**src/logic/cl_uv_pkg.sv**
```systemverilog
// constants and carriers for the current-limit undervoltage command block
// assumes a PMBus engine on the same clock decodes frames into single commands
package cl_uv_pkg;
    // command codes
    localparam logic [7:0] CMD_UV_LIMIT        = 8'h44;
    localparam logic [7:0] CMD_UV_RESPONSE     = 8'h45;
    localparam logic [7:0] CMD_OC_LIMIT        = 8'h46;
    localparam logic [7:0] CMD_CL_UV_LIMIT     = 8'h48;
    localparam logic [7:0] CMD_CL_UV_RESPONSE  = 8'h49;
    localparam logic [7:0] PHASE_ALL           = 8'hff;
    // response byte layout
    localparam int         RESP_UNUSED_BIT     = 7;
    localparam int         RESP_NOT_IGNORE_BIT = 6;
    localparam int         RESP_RETRY_MSB      = 5;
    localparam int         RESP_RETRY_LSB      = 3;
    localparam int         RESP_DELAY_TOP_BIT  = 2;
    localparam logic [2:0] RETRY_LATCH         = 3'h0;
    localparam logic [2:0] RETRY_HICCUP        = 3'h7;
    localparam logic       NOT_IGNORE_RESET    = 1'h1;
    localparam logic       RETRY_BIT_RESET     = 1'h0;
    localparam logic [1:0] DELAY_SEL_RESET     = 2'h0;
    localparam logic [7:0] OC_CODE_RESET       = 8'h00;
    // timing
    localparam int         CLK_MHZ             = 125;
    localparam int         DELAY_US_0          = 2;
    localparam int         DELAY_US_1          = 16;
    localparam int         DELAY_US_2          = 64;
    localparam int         DELAY_US_3          = 256;
    localparam int         HICCUP_MS           = 52;
    localparam int         TIMER_W             = 24;
    // three-phase stack binning: lower edges and resulting phase codes
    localparam int         STACK3_EDGES        = 13;
    localparam logic [7:0] STACK3_EDGE [0:STACK3_EDGES-1] = '{
        8'h2a, 8'h33, 8'h40, 8'h4b, 8'h55, 8'h62, 8'h6d,
        8'h75, 8'h7e, 8'h8b, 8'h94, 8'h9e, 8'had};
    localparam logic [7:0] PHASE_CODE [0:STACK3_EDGES] = '{
        8'h0d, 8'h0e, 8'h11, 8'h16, 8'h19, 8'h1c, 8'h21,
        8'h25, 8'h27, 8'h2a, 8'h2f, 8'h32, 8'h35, 8'h3a};
    localparam logic [7:0] PHASE_CODE_TOP      = 8'h3a;

    typedef struct packed {
        logic oc_fault;
        logic iout_word;
        logic current_limit_uv_flag;
        logic cml;
        logic ivd;
    } fault_status_t;

    typedef enum logic [1:0] {
        ST_RUN     = 2'b00,
        ST_DELAY   = 2'b01,
        ST_LATCHED = 2'b10,
        ST_HICCUP  = 2'b11
    } uv_state_t;
endpackage

```
**src/logic/interval_timer.sv**
```systemverilog
// down-counting interval timer with one-cycle done indication
// assumes start and clear come from logic on the same clock
`timescale 1ns/100ps
`default_nettype none
module interval_timer #(
    parameter int WIDTH = 24
) (
    input  wire logic             clk_sys_in,
    input  wire logic             reset_in,
    input  wire logic             start_in,
    input  wire logic             clear_in,
    input  wire logic [WIDTH-1:0] load_in,
    output logic                  busy_out,
    output logic                  done_out
);
    logic [WIDTH-1:0] count;

    // done fires load_in cycles after start
    always_ff @(posedge clk_sys_in or posedge reset_in) begin
        if (reset_in) begin
            count <= '0;
        end else if (clear_in) begin
            count <= '0;
        end else if (start_in) begin
            count <= load_in;
        end else if (count != '0) begin
            count <= count - 1'b1;
        end
    end

    assign busy_out = (count != '0);
    assign done_out = (count == WIDTH'(1)) && !clear_in && !start_in;
endmodule
`default_nettype wire

```
**src/logic/stack_oc_binner.sv**
```systemverilog
// bins a three-phase stack overcurrent code into a per-phase code
// assumes the code is the low byte of the written word
`timescale 1ns/100ps
`default_nettype none
module stack_oc_binner
    import cl_uv_pkg::*;
(
    input  wire logic [7:0] stack_code_in,
    output logic      [7:0] phase_code_out
);
    logic [3:0] bin;

    // half-open ranges: each edge passed moves one bin up
    always_comb begin
        bin = 4'h0;
        for (int i = 0; i < STACK3_EDGES; i++) begin
            if (stack_code_in >= STACK3_EDGE[i]) begin
                bin = 4'(i + 1);
            end
        end
        phase_code_out = PHASE_CODE[bin];
    end
endmodule
`default_nettype wire

```
**src/logic/cl_uv_fault_regs.sv**
```systemverilog
// command logic for the undervoltage fault seen while in current limit
// assumes a same-clock PMBus engine; current-limit and enable come from pins
//
// Notes on behaviour
// - three-phase stack overcurrent code binned by half-open ranges, 173 up gives top
// - all-phase overcurrent read answered by primary only, secondaries stay silent
// - primary answers all-phase read with phase level times stack count
// - current-limit threshold reads as live copy of undervoltage limit
// - in current limit, compare output against tracking relative threshold
// - declared fault sets overcurrent, current-word, current_limit_uv_flag flags and alert
// - response bit 7 unused and reads zero
// - not-ignore bit zero: fault ignored, conversion continues
// - not-ignore one: run for delay, then apply retry if fault remains
// - retry 000: latch off until bias cycle or enable toggle
// - retry 111: restart after 52 ms, unlimited attempts
// - retry values other than 000 or 111 rejected as invalid data
// - only retry bit 5 kept, other two rebuilt from it
// - response fields mirror undervoltage response and are read-only here
// - delay select 00/01/10/11 gives 2/16/64/256 us
// - fault gone before delay ends: counter cleared, output stays on
// - hiccup interval fixed at 52 ms whatever the delay
// - delay field top bit held zero and read-only
// - invalid written data: nack, discard, set cml and ivd flags
`timescale 1ns/100ps
`default_nettype none
module cl_uv_fault_regs
    import cl_uv_pkg::*;
#(
    parameter int DELAY0_CYCLES = DELAY_US_0 * CLK_MHZ,
    parameter int DELAY1_CYCLES = DELAY_US_1 * CLK_MHZ,
    parameter int DELAY2_CYCLES = DELAY_US_2 * CLK_MHZ,
    parameter int DELAY3_CYCLES = DELAY_US_3 * CLK_MHZ,
    parameter int HICCUP_CYCLES = HICCUP_MS * 1000 * CLK_MHZ
) (
    input  wire logic          clk_sys_in,
    input  wire logic          reset_in,
    input  wire logic          cmd_valid_in,
    input  wire logic          cmd_write_in,
    input  wire logic [7:0]    cmd_code_in,
    input  wire logic [7:0]    cmd_phase_in,
    input  wire logic [15:0]   cmd_wdata_in,
    input  wire logic [15:0]   uv_limit_in,
    input  wire logic [15:0]   vout_command_in,
    input  wire logic [15:0]   vout_in,
    input  wire logic [3:0]    vout_step_shift_in,
    input  wire logic          current_limit_in,
    input  wire logic          enable_in,
    input  wire logic [2:0]    stack_count_in,
    input  wire logic          primary_in,
    input  wire logic          nvm_restore_in,
    input  wire logic          nvm_retry_bit_in,
    input  wire logic          clear_faults_in,
    output logic               rsp_valid_out,
    output logic               rsp_ack_out,
    output logic               rsp_silent_out,
    output logic [15:0]        rsp_data_out,
    output logic               convert_enable_out,
    output fault_status_t      status_out,
    output logic               alert_pin_out,
    output logic               alert_pin_oe_out
);
    ////////////////////////////////////////////////////////////////////////////
    // pin synchronisers
    logic [1:0]     cl_sync;
    logic [1:0]     en_sync;
    logic           in_limit;
    logic           enabled;

    always_ff @(posedge clk_sys_in or posedge reset_in) begin
        if (reset_in) begin
            cl_sync <= 2'h0;
            en_sync <= 2'h0;
        end else begin
            cl_sync <= {cl_sync[0], current_limit_in};
            en_sync <= {en_sync[0], enable_in};
        end
    end
    assign in_limit = cl_sync[1];
    assign enabled  = en_sync[1];

    ////////////////////////////////////////////////////////////////////////////
    // undervoltage response settings, kept compactly
    logic           not_ignore;
    logic           retry_bit;
    logic [1:0]     delay_sel;
    logic [2:0]     wr_retry;
    logic           wr_is_resp;
    logic           wr_bad_retry;
    logic [7:0]     resp_byte;

    assign wr_is_resp   = cmd_valid_in && cmd_write_in && (cmd_code_in == CMD_UV_RESPONSE);
    assign wr_retry     = cmd_wdata_in[RESP_RETRY_MSB:RESP_RETRY_LSB];
    assign wr_bad_retry = (wr_retry != RETRY_LATCH) && (wr_retry != RETRY_HICCUP);

    always_ff @(posedge clk_sys_in or posedge reset_in) begin
        if (reset_in) begin
            not_ignore <= NOT_IGNORE_RESET;
            retry_bit  <= RETRY_BIT_RESET;
            delay_sel  <= DELAY_SEL_RESET;
        end else if (nvm_restore_in) begin
            retry_bit  <= nvm_retry_bit_in;
        end else if (wr_is_resp && !wr_bad_retry) begin
            not_ignore <= cmd_wdata_in[RESP_NOT_IGNORE_BIT];
            retry_bit  <= cmd_wdata_in[RESP_RETRY_MSB];
            delay_sel  <= cmd_wdata_in[1:0];
        end
    end

    // read-only mirror of the response fields
    always_comb begin
        resp_byte                                   = 8'h00;
        resp_byte[RESP_NOT_IGNORE_BIT]              = not_ignore;
        resp_byte[RESP_RETRY_MSB:RESP_RETRY_LSB]    = {3{retry_bit}};
        resp_byte[1:0]                              = delay_sel;
    end

    ////////////////////////////////////////////////////////////////////////////
    // per-phase overcurrent level and stacked writes
    logic [7:0]     oc_code;
    logic [7:0]     stack3_code;
    logic [7:0]     next_oc_code;
    logic [15:0]    stack_total;

    stack_oc_binner binner (
        .stack_code_in  (cmd_wdata_in[7:0]),
        .phase_code_out (stack3_code)
    );

    always_comb begin
        next_oc_code = {2'h0, cmd_wdata_in[5:0]};
        if (cmd_phase_in == PHASE_ALL) begin
            case (stack_count_in)
                3'h2:    next_oc_code = 8'((9'(cmd_wdata_in[7:0]) + 9'h1) >> 1);
                3'h3:    next_oc_code = stack3_code;
                3'h4:    next_oc_code = 8'((10'(cmd_wdata_in[7:0]) + 10'h2) >> 2);
                default: next_oc_code = {2'h0, cmd_wdata_in[5:0]};
            endcase
        end
    end

    always_ff @(posedge clk_sys_in or posedge reset_in) begin
        if (reset_in) begin
            oc_code <= OC_CODE_RESET;
        end else if (cmd_valid_in && cmd_write_in && (cmd_code_in == CMD_OC_LIMIT)) begin
            oc_code <= next_oc_code;
        end
    end

    assign stack_total = 16'(oc_code * stack_count_in);

    ////////////////////////////////////////////////////////////////////////////
    // command answers; status flags are handled further down
    logic           bad_write;
    logic           unsupported_write;

    assign bad_write         = wr_is_resp && wr_bad_retry;
    assign unsupported_write = cmd_valid_in && cmd_write_in &&
                               ((cmd_code_in == CMD_CL_UV_LIMIT) ||
                                (cmd_code_in == CMD_CL_UV_RESPONSE));

    always_ff @(posedge clk_sys_in or posedge reset_in) begin
        if (reset_in) begin
            rsp_valid_out  <= 1'b0;
            rsp_ack_out    <= 1'b0;
            rsp_silent_out <= 1'b0;
            rsp_data_out   <= 16'h0000;
        end else begin
            rsp_valid_out  <= 1'b0;
            rsp_ack_out    <= 1'b0;
            rsp_silent_out <= 1'b0;
            if (cmd_valid_in && cmd_write_in) begin
                if (bad_write || unsupported_write) begin
                    rsp_valid_out <= 1'b1;
                end else if (cmd_code_in == CMD_UV_RESPONSE) begin
                    rsp_valid_out <= 1'b1;
                    rsp_ack_out   <= 1'b1;
                end else if (cmd_code_in == CMD_OC_LIMIT) begin
                    rsp_valid_out <= 1'b1;
                    rsp_ack_out   <= 1'b1;
                end
            end else if (cmd_valid_in) begin
                if (cmd_code_in == CMD_CL_UV_LIMIT) begin
                    // live copy of the undervoltage limit
                    rsp_valid_out <= 1'b1;
                    rsp_ack_out   <= 1'b1;
                    rsp_data_out  <= uv_limit_in;
                end else if (cmd_code_in == CMD_CL_UV_RESPONSE ||
                             cmd_code_in == CMD_UV_RESPONSE) begin
                    rsp_valid_out <= 1'b1;
                    rsp_ack_out   <= 1'b1;
                    rsp_data_out  <= {8'h00, resp_byte};
                end else if (cmd_code_in == CMD_OC_LIMIT && cmd_phase_in == PHASE_ALL) begin
                    if (primary_in) begin
                        rsp_valid_out <= 1'b1;
                        rsp_ack_out   <= 1'b1;
                        rsp_data_out  <= stack_total;
                    end else begin
                        rsp_silent_out <= 1'b1;
                    end
                end else if (cmd_code_in == CMD_OC_LIMIT) begin
                    rsp_valid_out <= 1'b1;
                    rsp_ack_out   <= 1'b1;
                    rsp_data_out  <= {8'h00, oc_code};
                end
            end
        end
    end

    ////////////////////////////////////////////////////////////////////////////
    // tracking threshold and fault condition
    logic [15:0]    uv_offset;
    logic [15:0]    uv_threshold;
    logic           fault_cond;

    // relative threshold, step set by output-voltage mode
    assign uv_offset    = uv_limit_in << vout_step_shift_in;
    assign uv_threshold = (uv_offset > vout_command_in) ? 16'h0000 : vout_command_in - uv_offset;
    assign fault_cond   = in_limit && (vout_in < uv_threshold);

    ////////////////////////////////////////////////////////////////////////////
    // response sequence
    uv_state_t              state;
    uv_state_t              next_state;
    logic                   delay_start;
    logic                   delay_done;
    logic                   hiccup_start;
    logic                   hiccup_done;
    logic                   fault_declare;
    logic [TIMER_W-1:0]     delay_load;

    always_comb begin
        case (delay_sel)
            2'h0:    delay_load = TIMER_W'(DELAY0_CYCLES);
            2'h1:    delay_load = TIMER_W'(DELAY1_CYCLES);
            2'h2:    delay_load = TIMER_W'(DELAY2_CYCLES);
            default: delay_load = TIMER_W'(DELAY3_CYCLES);
        endcase
    end

    interval_timer #(.WIDTH(TIMER_W)) delay_timer (
        .clk_sys_in (clk_sys_in),
        .reset_in   (reset_in),
        .start_in   (delay_start),
        .clear_in   (state == ST_DELAY && !fault_cond),
        .load_in    (delay_load),
        .busy_out   (),
        .done_out   (delay_done)
    );

    interval_timer #(.WIDTH(TIMER_W)) hiccup_timer (
        .clk_sys_in (clk_sys_in),
        .reset_in   (reset_in),
        .start_in   (hiccup_start),
        .clear_in   (!enabled),
        .load_in    (TIMER_W'(HICCUP_CYCLES)),
        .busy_out   (),
        .done_out   (hiccup_done)
    );

    always_comb begin
        next_state    = state;
        delay_start   = 1'b0;
        hiccup_start  = 1'b0;
        fault_declare = 1'b0;
        case (state)
            ST_RUN: begin
                if (enabled && fault_cond && not_ignore) begin
                    delay_start = 1'b1;
                    next_state  = ST_DELAY;
                end
            end
            ST_DELAY: begin
                if (!fault_cond || !enabled) begin
                    next_state = ST_RUN;
                end else if (delay_done) begin
                    fault_declare = 1'b1;
                    if (retry_bit) begin
                        hiccup_start = 1'b1;
                        next_state   = ST_HICCUP;
                    end else begin
                        next_state   = ST_LATCHED;
                    end
                end
            end
            ST_LATCHED: begin
                if (!enabled) begin
                    next_state = ST_RUN;
                end
            end
            default: begin
                if (!enabled || hiccup_done) begin
                    next_state = ST_RUN;
                end
            end
        endcase
    end

    always_ff @(posedge clk_sys_in or posedge reset_in) begin
        if (reset_in) begin
            state              <= ST_RUN;
            convert_enable_out <= 1'b0;
        end else begin
            state              <= next_state;
            convert_enable_out <= enabled && (next_state == ST_RUN || next_state == ST_DELAY);
        end
    end

    ////////////////////////////////////////////////////////////////////////////
    // sticky status flags and alert; a new event wins over a clear
    fault_status_t  next_status;

    always_comb begin
        next_status = clear_faults_in ? '0 : status_out;
        if (fault_declare) begin
            next_status.oc_fault  = 1'b1;
            next_status.iout_word = 1'b1;
            next_status.current_limit_uv_flag      = 1'b1;
        end
        if (bad_write) begin
            next_status.cml = 1'b1;
            next_status.ivd = 1'b1;
        end
        if (unsupported_write) begin
            next_status.cml = 1'b1;
        end
    end

    always_ff @(posedge clk_sys_in or posedge reset_in) begin
        if (reset_in) begin
            status_out       <= '0;
            alert_pin_out    <= 1'b0;
            alert_pin_oe_out <= 1'b0;
        end else begin
            status_out       <= next_status;
            alert_pin_out    <= 1'b0;
            // alert pulled low while any flag stands
            alert_pin_oe_out <= (next_status != '0);
        end
    end
endmodule
`default_nettype wire

```
**config.mk**
```make
export PLATFORM = sky130hd
export DESIGN_NAME = cl_uv_fault_regs
export DESIGN_NICKNAME = d
export VERILOG_FILES = /design/src/logic/cl_uv_pkg.sv /design/src/logic/interval_timer.sv /design/src/logic/stack_oc_binner.sv /design/src/logic/cl_uv_fault_regs.sv
export SDC_FILE = /design/constraint.sdc
export NUM_CORES = 1
export LEC_CHECK = 0
export ABC_AREA = 1
export BUFFER_PORTS_ARGS = -buffer_cell sky130_fd_sc_hd__buf_4
export CAP_MARGIN = 15
export CELL_PAD_IN_SITES_DETAIL_PLACEMENT = 1
export CELL_PAD_IN_SITES_GLOBAL_PLACEMENT = 1
export CORE_ASPECT_RATIO = 0.5
export CORE_MARGIN = 2
export CORE_UTILIZATION = 30
export DETAILED_ROUTE_END_ITERATION = 7
export GPL_TIMING_DRIVEN = 0
export PLACE_DENSITY = 0.7
export SYNTH_ARGS = -nofsm -noshare
export SYNTH_HDL_FRONTEND = slang
export SYNTH_HIERARCHICAL = 1
export SYNTH_SLANG_ARGS = --single-unit
export TNS_END_PERCENT = 50
```
**constraint.sdc**
```tcl
create_clock -name clk_sys_in -period 6.6 [get_ports clk_sys_in]
set_input_delay 0.66 -clock clk_sys_in [delete_from_list [all_inputs] [get_ports clk_sys_in]]
set_output_delay 0.66 -clock clk_sys_in [all_outputs]
set_load 0.02 [all_outputs]
```
* Yosys cells after proc, flatten, opt, wreduce, memory -nomap -nowiden
Memory sizes are Yosys's and may differ from the RTL's. Index checks and enable logic that the tools add are counted.
Word-level totals: register bits 92, memory bits (read-only) 128, word-level logic and storage cells 175, memories 1
Memories:
- (name not given) | words 16, width 8, rd ports 1, clocked after Yosys merged registers in 0, write ports 0, RTL line stack_oc_binner.sv:21 | phase_code_out = PHASE_CODE[bin];
Operators by class: add/sub/neg operators 5, $mul 1, $lt $le $gt $ge 16, eq/ne operators 18, shift-type cells 1, mux-type cells 69, bitwise logic cells 3, reductions and logical operators 41
Operator list (number):
- 24-bit two-way mux | 6
- 16-bit two-way mux | 6
- 8-bit by 7-bit greater-or-equal comparator with 1-bit output (second input constant) | 7
- 24-bit by 1-bit == test with 1-bit output (second input constant) | 2
- 24-bit nonzero test | 2
- 24-bit by 1-bit subtractor with 24-bit output (second input constant) | 2
- 15-bit one-hot mux with 3 select lines | 1
- 8-bit by 7-bit == test with 1-bit output (second input constant) | 4
- 8-bit greater-or-equal comparator (second input constant) | 4
- 1-bit two-way mux | 31
- 4-bit two-way mux | 6
- 8-bit two-way mux | 3
- 8-bit one-hot mux with 3 select lines | 1
- 1-bit logical AND | 17
- 8-bit by 6-bit greater-or-equal comparator with 1-bit output (second input constant) | 2
- 16-bit greater-than comparator | 1
- 16-bit less-than comparator | 1
- 2-bit two-way mux | 8
- 16-bit by 4-bit left shift with 16-bit output | 1
- 16-bit subtractor | 1
- 3-bit two-way mux | 5
- 8-bit by 3-bit multiplier with 11-bit output | 1
- 8-bit by 1-bit adder with 9-bit output (second input constant) | 1
- 8-bit by 2-bit adder with 9-bit output (second input constant) | 1
- other kinds (22) | 40

* Longest topological paths before layout
Gate-level depths: netlist (run 1).
depth after elaboration 22, mapped depth 45

* Hierarchy
Netlist (run 1), hierarchy kept.
Modules (own cells, without submodules):
- cl_uv_fault_regs | times used 1, cells an instance 754, area each 4912.2 µm², sequential area each 1102.3 µm²
- interval_timer | times used 2, cells an instance 279, area each 1961.9 µm², sequential area each 600.6 µm²
- stack_oc_binner | times used 1, cells an instance 94, area each 422.9 µm², sequential area each 0.0 µm²

* Worst setup path before layout (run 1)
OpenSTA, ideal clock, no wires.
path type input port to flip-flop, start in vout_step_shift_in[0], end reg hiccup_timer.count[4], library setup time 122 ps, data arrival time 5813 ps, data required time 6478 ps, path slack 665 ps, stages 39, buffers on the path 5, path through clkbuf_1 -> inv_1 -> clkbuf_1 -> nand2_1 -> nand3_1 -> o21ai_0 -> nand2_1 -> o21ai_0 -> or2_2 -> ha_1 -> nand2_1 -> nor2_1 -> nand3_1 -> nand2_1 -> nand2_1 -> nand2_2 -> clkbuf_1 -> nand3_1 -> [3 not listed] -> a211oi_1 -> o21ai_0 -> a31oi_1 -> nand2_1 -> inv_1 -> nor2_1 -> nor2_1 -> nand3_1 -> nor3_1 -> inv_1 -> nor2_1 -> nand4_2 -> nor2_1 -> inv_1 -> clkbuf_1 -> clkbuf_1 -> o21ai_0 -> nor2_2
Between the ends: word-level cells in the longest chain between the ends 16
RTL lines:
- from (decl) | RTL line cl_uv_fault_regs.sv:45 | input wire logic [3:0] vout_step_shift_in,
- 16-bit by 4-bit left shift with 16-bit output * | RTL line cl_uv_fault_regs.sv:216 | assign uv_offset = uv_limit_in << vout_step_shift_in;
- 16-bit subtractor / 16-bit greater-than comparator (equally long branches) | RTL line cl_uv_fault_regs.sv:217 | assign uv_threshold = (uv_offset > vout_command_in) ? 16'h0000 : vout_command_in - uv_offset;
- 16-bit two-way mux * | RTL line cl_uv_fault_regs.sv:217
- 16-bit less-than comparator * | RTL line cl_uv_fault_regs.sv:218 | assign fault_cond = in_limit && (vout_in < uv_threshold);
- 1-bit logical AND * | RTL line cl_uv_fault_regs.sv:218
- 1-bit logical AND (2 in a row) | RTL line cl_uv_fault_regs.sv:267 | if (enabled && fault_cond && not_ignore) begin
- 1-bit two-way mux | RTL line cl_uv_fault_regs.sv:267
- 1-bit two-way mux | RTL line cl_uv_fault_regs.sv:265 | case (state)
- 1-bit logical NOT | RTL line interval_timer.sv:32 | assign done_out = (count == WIDTH'(1)) && !clear_in && !start_in;
- 1-bit logical AND * | RTL line interval_timer.sv:32
- named net delay_done | RTL line cl_uv_fault_regs.sv:225 | logic delay_done;
- 1-bit two-way mux * | RTL line cl_uv_fault_regs.sv:275 | end else if (delay_done) begin
- 1-bit two-way mux * | RTL line cl_uv_fault_regs.sv:273 | if (!fault_cond || !enabled) begin
- 1-bit two-way mux * | RTL line cl_uv_fault_regs.sv:265
- named net hiccup_start | RTL line cl_uv_fault_regs.sv:226 | logic hiccup_start;
- 24-bit two-way mux | RTL line interval_timer.sv:24 | end else if (start_in) begin
- 24-bit two-way mux | RTL line interval_timer.sv:22 | end else if (clear_in) begin
- to (signal assigned) | RTL line interval_timer.sv:25 | count <= load_in;
- to (signal assigned) | RTL line interval_timer.sv:27 | count <= count - 1'b1;
- to (decl) | RTL line interval_timer.sv:16 | logic [WIDTH-1:0] count;
The timed path passes the listed nets; every way through them passes the cells marked *. A chain may end at the register's enable or synchronous reset.

* Worst setup path in the final report (run 1)
start in vout_step_shift_in[0], end reg hiccup_timer.count[18]
Same word-level chain as after synthesis.

==> results.py, run 1 <==
metrics = {
    "die": {
        "die_w_um": 252,
        "dieArea_sq_um": 32300,
        "ios": 124,
        "rows": 45,
        "dieHeight_um": 128,
        "core_area_sq_um": 30300,
        "start_util": 0.305,
    },
    "worst_setup_path": {
        "r2r-start": "oc_code[1]$_DFFE_PP0P_",
        "path_max_fanout": 10,
        "crit_path_end_kind": "register",
        "cp.arrival_ps": 6420,
        "worst-setup-path-type": "input port to register",
        "cpMaxStageDelayCell": "ha_1",
        "critPathRequiredTime_ps": 6860,
        "crit_path_max_incr_delay_ps": 430,
        "regToRegSetupSlack_ps": 3720,
        "reg2reg_depth": 16,
        "cp_common_cell": "o21ai_0",
        "cp-start-kind": "input port",
        "timing.rr.end": "rsp_data_out[10]$_DFFE_PP0P_",
    },
    "sta": {
        "tightest_slew_ps": 1030,
        "slew_headroom": 0.315,
        "tns_ps": 0,
        "hold_ws_ps": 221,
        "setup_viol": 0,
        "fin_skew_ps": 16.3,
        "hold_viol": 0,
        "fin_crit_ps": 6160,
        "fin_ws_ps": 439,
        "maxSlewViolCount": 0,
        "fmax_ghz": 0.162,
        "rsz0062_at_grt": "false",
        "min_period_over_period": 0.934,
    },
    "final_layout": {
        "regArea_sq_um": 2300,
        "nets": 1725,
        "multiInputGateArea_sq_um": 6290,
        "final_util": 0.370,
        "stdcell_area_sq_um": 11200,
        "area_growth_pct": 21.3,
        "nFillCells": 3909,
        "instances_no_fill": 1971,
        "drive_gt1_frac": 0.199,
    },
    "clock_tree": {
        "insertion_delay_ps": 380,
        "cts_root_buf": "clkbuf_16",
        "clock_path_buffers": 2,
        "clock_sinks": 92,
        "h-tree-depth": 3,
        "cts_buffers": 9,
        "clk_pin_slew_ps": 80,
        "postCtsHoldBufs": 0,
        "cts_tree": "yes",
    },
    "synthesis": {
        "syn_avg_cell_area_sq_um": 6.59,
        "netlist_instances": 1404,
        "synth_warnings": 6,
        "synthesis.area_sq_um": 9250,
    },
    "global_routing": {
        "grt_pass1_wl_um": 52400,
        "grtUsageMet2": 0.359,
        "busiest_layer": "met2",
        "grt_pass1_vias": 10197,
        "overflow": 0,
        "grt_use_met1": 0.260,
        "antenna_found_initial": 0,
        "grt.met3_usage": 0.0335,
        "grt_max_degree": 40,
        "grt_use_total": 0.202,
    },
    "route": {
        "ant_nets": 0,
        "wl_per_cell_um": 15.9,
        "dr_total_vias": 9590,
        "drc": 0,
        "vias_per_cell": 4.87,
        "routed_wl_um": 31400,
        "drtIter0Drc": 423,
        "first_pass_iters": 4,
    },
    "placed_design": {
        "dp_slack_ps": -1190,
        "dp_cells": 1950,
        "io_buffers": 111,
        "postPlaceCellArea_sq_um": 10700,
        "place.gp.congestion": 0.870,
        "place_hpwl_um": 25400,
    },
    "pwr": {
        "p_leak_nw": 5.73,
        "ir_worst_vdd_uv": 124,
        "powerDensity_nw_per_um2": 260,
        "total_power_mw": 2.92,
    },
    "min_path": {
        "hold_class": "input port to asynchronous set/reset pin",
    },
    "run_status": {
        "status": "finished, final reports clean",
    },
    "job": {
        "maxCapViolCount": 0,
    },
}
how the worst max path moves through the flow:
stage / from / end / cells after the start
global route: vout_step_shift_in[1] / hiccup_timer/count[8]$_DFFE_PP0P_ / 36
detailed placement: vout_step_shift_in[0] / hiccup_timer/count[8]$_DFFE_PP0P_ / 39
finish: vout_step_shift_in[0] / hiccup_timer/count[18]$_DFFE_PP0P_ / 37
global placement: vout_step_shift_in[0] / hiccup_timer/count[4]$_DFFE_PP0P_ / 39
CTS: vout_step_shift_in[0] / hiccup_timer/count[4]$_DFFE_PP0P_ / 39
floorplan: vout_step_shift_in[0] / hiccup_timer/count[4]$_DFFE_PP0P_ / 39
final cells by class:
class	instances	share of cell area
antenna	1	0.000223
buffer	40	0.0248
clock buffer	9	0.0201
clock inverter	7	0.00736
inverter	171	0.0575
multi-input combinational	1136	0.561
sequential	92	0.205
tap	399	0.0445
timing repair buffer	116	0.0794
registers in the layout, summed over array words and instances (netlist names), 2 cells and up:
signal              cells
cl_sync                 2
en_sync                 2
hiccup_timer/count     24
rsp_data_out           16
delay_sel               2
state                   2
oc_code                 8
status_out              5
delay_timer/count      24
timing repair:
action                                 in CTS  in global routing
pin swaps                                   0                  5
endpoints found under the hold margin       0                  0
resized for setup                          13                 36
setup endpoints to repair                  27                 27
buffers inserted                            0                  3
placed cells by master, fill, tap and decap left out, types with 12 or more instances in the layout:
| master | n |
|---|---|
| conb_1 | 38 |
| o21ai_1 | 17 |
| nand4_1 | 19 |
| dfrtp_1 | 91 |
| ha_1 | 53 |
| o21ai_0 | 84 |
| a21oi_1 | 51 |
| nor2_2 | 34 |
| nor2_1 | 156 |
| or2_2 | 39 |
| nor2_4 | 20 |
| nand2_1 | 369 |
| nand2_2 | 17 |
| nand3_1 | 100 |
| clkbuf_1 | 12 |
| inv_1 | 161 |
| nor3_1 | 18 |
| buf_4 | 121 |
per-layer routing:
| layer | part of all wire | wire, um |
|---|---|---|
| met4 | 0.012 | 367 |
| met5 | 0 | 0 |
| met2 | 0.49 | 15300 |
| met3 | 0.023 | 726 |
| met1 | 0.48 | 15100 |
worst max-delay path, delay by kind of cell:
kind,cells,cell delay [ps]
AO/OA/AOI/OAI,8,1460
AND/OR/NAND/NOR,18,2350
buffers and inverters,9,1220
adder cells (fa/ha/maj),2,720
where the power goes:
part,switching (mW),leakage (nW),internal [mW],total [mW]
logic,0.964,4.37,0.558,1.52
registers,0.147,1.21,0.681,0.828
clock network,0.270,0.150,0.301,0.570
No activity file was read; power rests on OpenSTA's default activity.
==> run 2, diff against run 1 <==
- CELL_PAD_IN_SITES_GLOBAL_PLACEMENT: 1 -> 2
- PLACE_DENSITY: 0.7 -> 0.84
==> results.py, run 2 (synthesis results as in run 1) <==
metrics = {
    "final_layout": {
        "multiInputGateArea_sq_um": 6280,
        "mostFrequentLayoutCells": "nand2_1 (369), inv_1 (161), nor2_1 (157)",
        "layout_commonest_cell": "nand2_1",
        "final_util": 0.372,
        "nets": 1732,
        "drive_gt1_frac": 0.203,
        "largest_registers": "delay_timer/count (24), hiccup_timer/count (24), rsp_data_out (16)",
        "nFillCells": 3901,
        "area_growth_pct": 22.0,
        "stdcell_area_sq_um": 11300,
        "diodes": 0,
        "regArea_sq_um": 2300,
    },
    "worst_setup_path": {
        "crit_path_max_incr_delay_ps": 360,
        "cp-start-kind": "input port",
        "critPathRequiredTime_ps": 6840,
        "crit_path_end_kind": "register",
        "cpMaxStageDelayCell": "ha_1",
        "worst-setup-path-type": "input port to register",
        "path_max_fanout": 10,
        "r2r-start": "oc_code[0]$_DFFE_PP0P_",
        "cp.arrival_ps": 6290,
        "timing.rr.end": "rsp_data_out[10]$_DFFE_PP0P_",
        "cp_common_cell": "nor2_1",
        "reg2reg_depth": 16,
        "regToRegSetupSlack_ps": 3730,
    },
    "die": {
        "die_w_um": 252,
        "ios": 124,
        "dieArea_sq_um": 32300,
        "rows": 45,
        "start_util": 0.305,
        "dieHeight_um": 128,
        "core_area_sq_um": 30300,
    },
    "pwr": {
        "p_clk_frac": 0.188,
        "p_leak_nw": 5.79,
        "swShare": 0.463,
        "pwr-share-seq": 0.286,
        "p_int_mw": 1.56,
        "powerDensity_nw_per_um2": 258,
        "p_sw_mw": 1.35,
        "ir_worst_vdd_uv": 153,
        "power_frac_comb": 0.526,
    },
    "clock_tree": {
        "cts_buffers": 9,
        "h-tree-depth": 3,
        "cts_tree": "yes",
        "clock_path_buffers": 2,
        "insertion_delay_ps": 360,
        "clk_pin_slew_ps": 70,
        "postCtsHoldBufs": 0,
        "cts_root_buf": "clkbuf_16",
        "clock_sinks": 92,
    },
    "run_status": {
        "status": "finished, final reports clean",
    },
    "sta": {
        "tightest_slew_ps": 816,
        "maxSlewViolCount": 0,
        "fmax_ghz": 0.165,
        "slew_headroom": 0.452,
        "fin_skew_ps": 9.93,
        "setup_viol": 0,
        "hold_ws_ps": 308,
        "fin_crit_ps": 6040,
        "min_period_over_period": 0.916,
        "hold_viol": 0,
    },
    "global_routing": {
        "overflow": 0,
        "grt_use_total": 0.196,
        "grt_pass1_vias": 9988,
        "grt_pass1_wl_um": 51100,
        "antenna_found_initial": 0,
        "grt_max_degree": 31,
    },
    "route": {
        "met1_length_um": 14500,
        "first_pass_iters": 6,
        "wl_per_cell_um": 15.8,
        "routed.top_layer": "met4",
        "dr_total_vias": 9606,
        "met2RoutedLength_um": 15600,
        "met3_length_um": 564,
        "drtIter0Drc": 360,
        "vias_per_cell": 4.86,
        "routed_wl_um": 31200,
        "ant_nets": 0,
        "drc": 0,
    },
    "placed_design": {
        "place.gp.congestion": 0.912,
        "postPlaceCellArea_sq_um": 10700,
        "place_hpwl_um": 25500,
        "io_buffers": 111,
    },
    "job": {
        "maxCapViolCount": 0,
    },
    "min_path": {
        "hold_class": "input port to asynchronous set/reset pin",
    },
}
-- run 2: changes by cell type in the layout (fill, tap and decap cells not counted), moves of 3 or more --
cell      delta
clkbuf_8     +3
ha_1         -3
o21ai_0      -3
buf_4        +6
nor2_4       -3
-- run 2: how the worst max path moves through the flow --
stage / to / start / slack (ps) / cells after the start
5_1_grt: hiccup_timer/count[12]$_DFFE_PP0P_ / vout_step_shift_in[0] / -20 / 39
6_report: hiccup_timer/count[18]$_DFFE_PP0P_ / vout_step_shift_in[0] / 560 / 35
4_1_cts: hiccup_timer/count[4]$_DFFE_PP0P_ / vout_step_shift_in[0] / 2 / 39
3_5_place_dp: hiccup_timer/count[4]$_DFFE_PP0P_ / vout_step_shift_in[0] / -1440 / 40
3_3_place_gp: hiccup_timer/count[4]$_DFFE_PP0P_ / vout_step_shift_in[0] / -1270 / 39
2_1_floorplan: hiccup_timer/count[4]$_DFFE_PP0P_ / vout_step_shift_in[0] / 660 / 39
-- run 2: critical path: cells and delay by family --
kind,cells,cell delay (ps)
and+or+nand+nor,17,2170
adders and majority gates,2,620
AOI/OAI and AO/OA,9,1810
buffers and inverters,7,1020
-- run 2: layout make-up --
class,instances,share of cell area
Buffer,40,0.0248
Clock buffer,12,0.0227
Clock inverter,4,0.00421
Inverter,171,0.0571
Multi-Input combinational cell,1136,0.556
Sequential cell,92,0.204
Tap cell,399,0.0442
Timing Repair Buffer,123,0.0863
-- run 2: through the flow --
stage	total power, mW	instances	setup TNS [ps]	worst slack (ps)
global placement	2.27	1949	-32570	-1270
global route	3.19	1977	-69.5	-23.8
CTS	2.91	1968	0	1.59
floorplan	1.95	1439	0	665
detailed placement	2.34	1951	-40120	-1440
finish	2.91	1977	0	555
-- run 2: what timing repair did --
action,in CTS,in global routing
setup endpoints to repair,29,27
gates resized for setup,14,34
pin swaps,1,8
buffers inserted,1,7
-- run 2: layer usage --
layer  global-route usage  vias to the layer above
li1                     -                     4858
met1                0.248                     4634
met2                0.358                       79
met3               0.0242                       35
met4               0.0439                        0
met5                    0                        -
-- run 2: power by group through the flow --
stage                     clock (mW)  sequential (mW)  combinational, mW
after floorplan                    0            0.815               1.14
after global placement             0            0.833               1.44
after detailed placement           0            0.842               1.49
after CTS                      0.565            0.832               1.51
after global routing           0.587            0.849               1.75
final                          0.547            0.832               1.53
==> run 3, diff against run 2 <==
- CELL_PAD_IN_SITES_DETAIL_PLACEMENT: 1 -> unset
- CELL_PAD_IN_SITES_GLOBAL_PLACEMENT: 2 -> unset
- PLACE_DENSITY: 0.84 -> 0.55
==> results.py, run 3 (synthesis results as in run 1) <==
metrics = {
    "worst_setup_path": {
        "path_max_fanout": 10,
        "cp.buffers_inverters": 10,
        "worst-setup-path-type": "input port to register",
        "critPathRequiredTime_ps": 6850,
        "cp_common_cell": "nand2_1",
        "cpMaxStageDelayCell": "ha_2",
        "crit_path_max_incr_delay_ps": 400,
        "crit_path_end_kind": "register",
        "cp.arrival_ps": 6270,
        "cp-start-kind": "input port",
        "crit_family": "simple AND/OR/NAND/NOR gates",
    },
    "die": {
        "dieHeight_um": 128,
        "ios": 124,
        "dieArea_sq_um": 32300,
        "core_area_sq_um": 30300,
        "rows": 45,
        "start_util": 0.305,
        "die_w_um": 252,
    },
    "placed_design": {
        "place_hpwl_um": 21600,
        "postPlaceCellArea_sq_um": 10700,
        "place.gp.congestion": 0.918,
        "dp_slack_ps": -1070,
        "io_buffers": 111,
        "dp_cells": 1950,
    },
    "sta": {
        "setup_viol": 0,
        "fin_crit_ps": 6020,
        "fmax_ghz": 0.166,
        "fin_ws_ps": 579,
        "hold_viol": 0,
        "slew_headroom": 0.371,
        "min_period_over_period": 0.912,
        "tightest_slew_ps": 935,
        "tns_ps": 0,
        "maxSlewViolCount": 0,
        "fin_skew_ps": 13.5,
    },
    "final_layout": {
        "area_growth_pct": 20.8,
        "instances_no_fill": 1970,
        "diodes": 0,
        "mostFrequentLayoutCells": "nand2_1 (369), inv_1 (161), nor2_1 (159)",
        "nets": 1725,
        "largest_registers": "delay_timer/count (24), hiccup_timer/count (24), rsp_data_out (16)",
        "drive_gt1_frac": 0.195,
        "layout_commonest_cell": "nand2_1",
        "stdcell_area_sq_um": 11200,
    },
    "clock_tree": {
        "cts_root_buf": "clkbuf_16",
        "h-tree-depth": 3,
        "cts_tree": "yes",
        "clk_pin_slew_ps": 70,
        "cts_buffers": 9,
        "insertion_delay_ps": 370,
        "clock_path_buffers": 2,
        "clock_sinks": 92,
        "postCtsHoldBufs": 0,
    },
    "global_routing": {
        "grt_pass1_wl_um": 44800,
        "grt_max_degree": 39,
        "overflow": 0,
        "grt_use_total": 0.173,
        "grt_pass1_vias": 8699,
        "antenna_found_initial": 0,
    },
    "route": {
        "routed_wl_um": 27000,
        "vias_per_cell": 4.65,
        "wl_per_cell_um": 13.7,
        "ant_nets": 0,
        "drtIter0Drc": 515,
        "first_pass_iters": 6,
        "dr_total_vias": 9158,
        "drc": 0,
    },
    "run_status": {
        "status": "finished, final reports clean",
    },
    "pwr": {
        "ir_worst_vdd_uv": 131,
        "powerDensity_nw_per_um2": 256,
        "p_leak_nw": 5.74,
    },
    "job": {
        "maxCapViolCount": 0,
    },
    "min_path": {
        "hold_class": "input port to asynchronous set/reset pin",
    },
}
-- run 3: layout make-up --
type                       instances  area (sq um)
timing repair buffer             116           911
buffer                            40           278
clock buffer                      10           229
sequential                        92          2300
clock inverter                     6          88.8
fill                            3329         19200
tap                              399           499
inverter                         171           644
multi-input combinational       1136          6220
-- run 3: path summary, 6_finish.rpt --
kind	startpoint	to	slack [ps]	cells past startpoint
max	vout_step_shift_in[0]	hiccup_timer/count[8]$_DFFE_PP0P_	580	40
min	reset_in	alert_pin_oe_out$_DFF_PP0_	200	2
max reg2reg	oc_code[1]$_DFFE_PP0P_	rsp_data_out[10]$_DFFE_PP0P_	3710	16
min reg2reg	cl_sync[0]$_DFF_PP0_	cl_sync[1]$_DFF_PP0_	350	0
max in group asynchronous	reset_in	hiccup_timer/count[5]$_DFFE_PP0P_	5740	3
min in group clk_sys_in	cl_sync[0]$_DFF_PP0_	cl_sync[1]$_DFF_PP0_	350	0
-- run 3: what timing repair did --
| item | CTS | global route |
|---|---|---|
| buffers inserted | 0 | 2 |
| resized for setup | 6 | 32 |
| pin swaps | 0 | 3 |
| endpoints found under the setup margin | 27 | 27 |
-- run 3: report_power, final --
group | switching, mW | internal, mW | total [mW]
sequential | 0.145 | 0.681 | 0.826
combinational | 0.903 | 0.551 | 1.45
clock | 0.251 | 0.333 | 0.584
-- run 3: per-stage QoR --
stage	hold slack, ps	power, mW	util
global placement	333	2.27	0.353
floorplan	331	1.95	-
finish	200	2.86	0.368
CTS	194	2.88	0.365
global route	197	3.13	0.368
detailed placement	336	2.28	0.354
-- run 3: metal layers --
metal	up-vias	global-route usage	wire, um
li1	4852	-	-
met1	4138	0.242	13600
met2	139	0.275	11900
met3	29	0.0284	863
met4	0	0.0515	594
met5	-	0	0
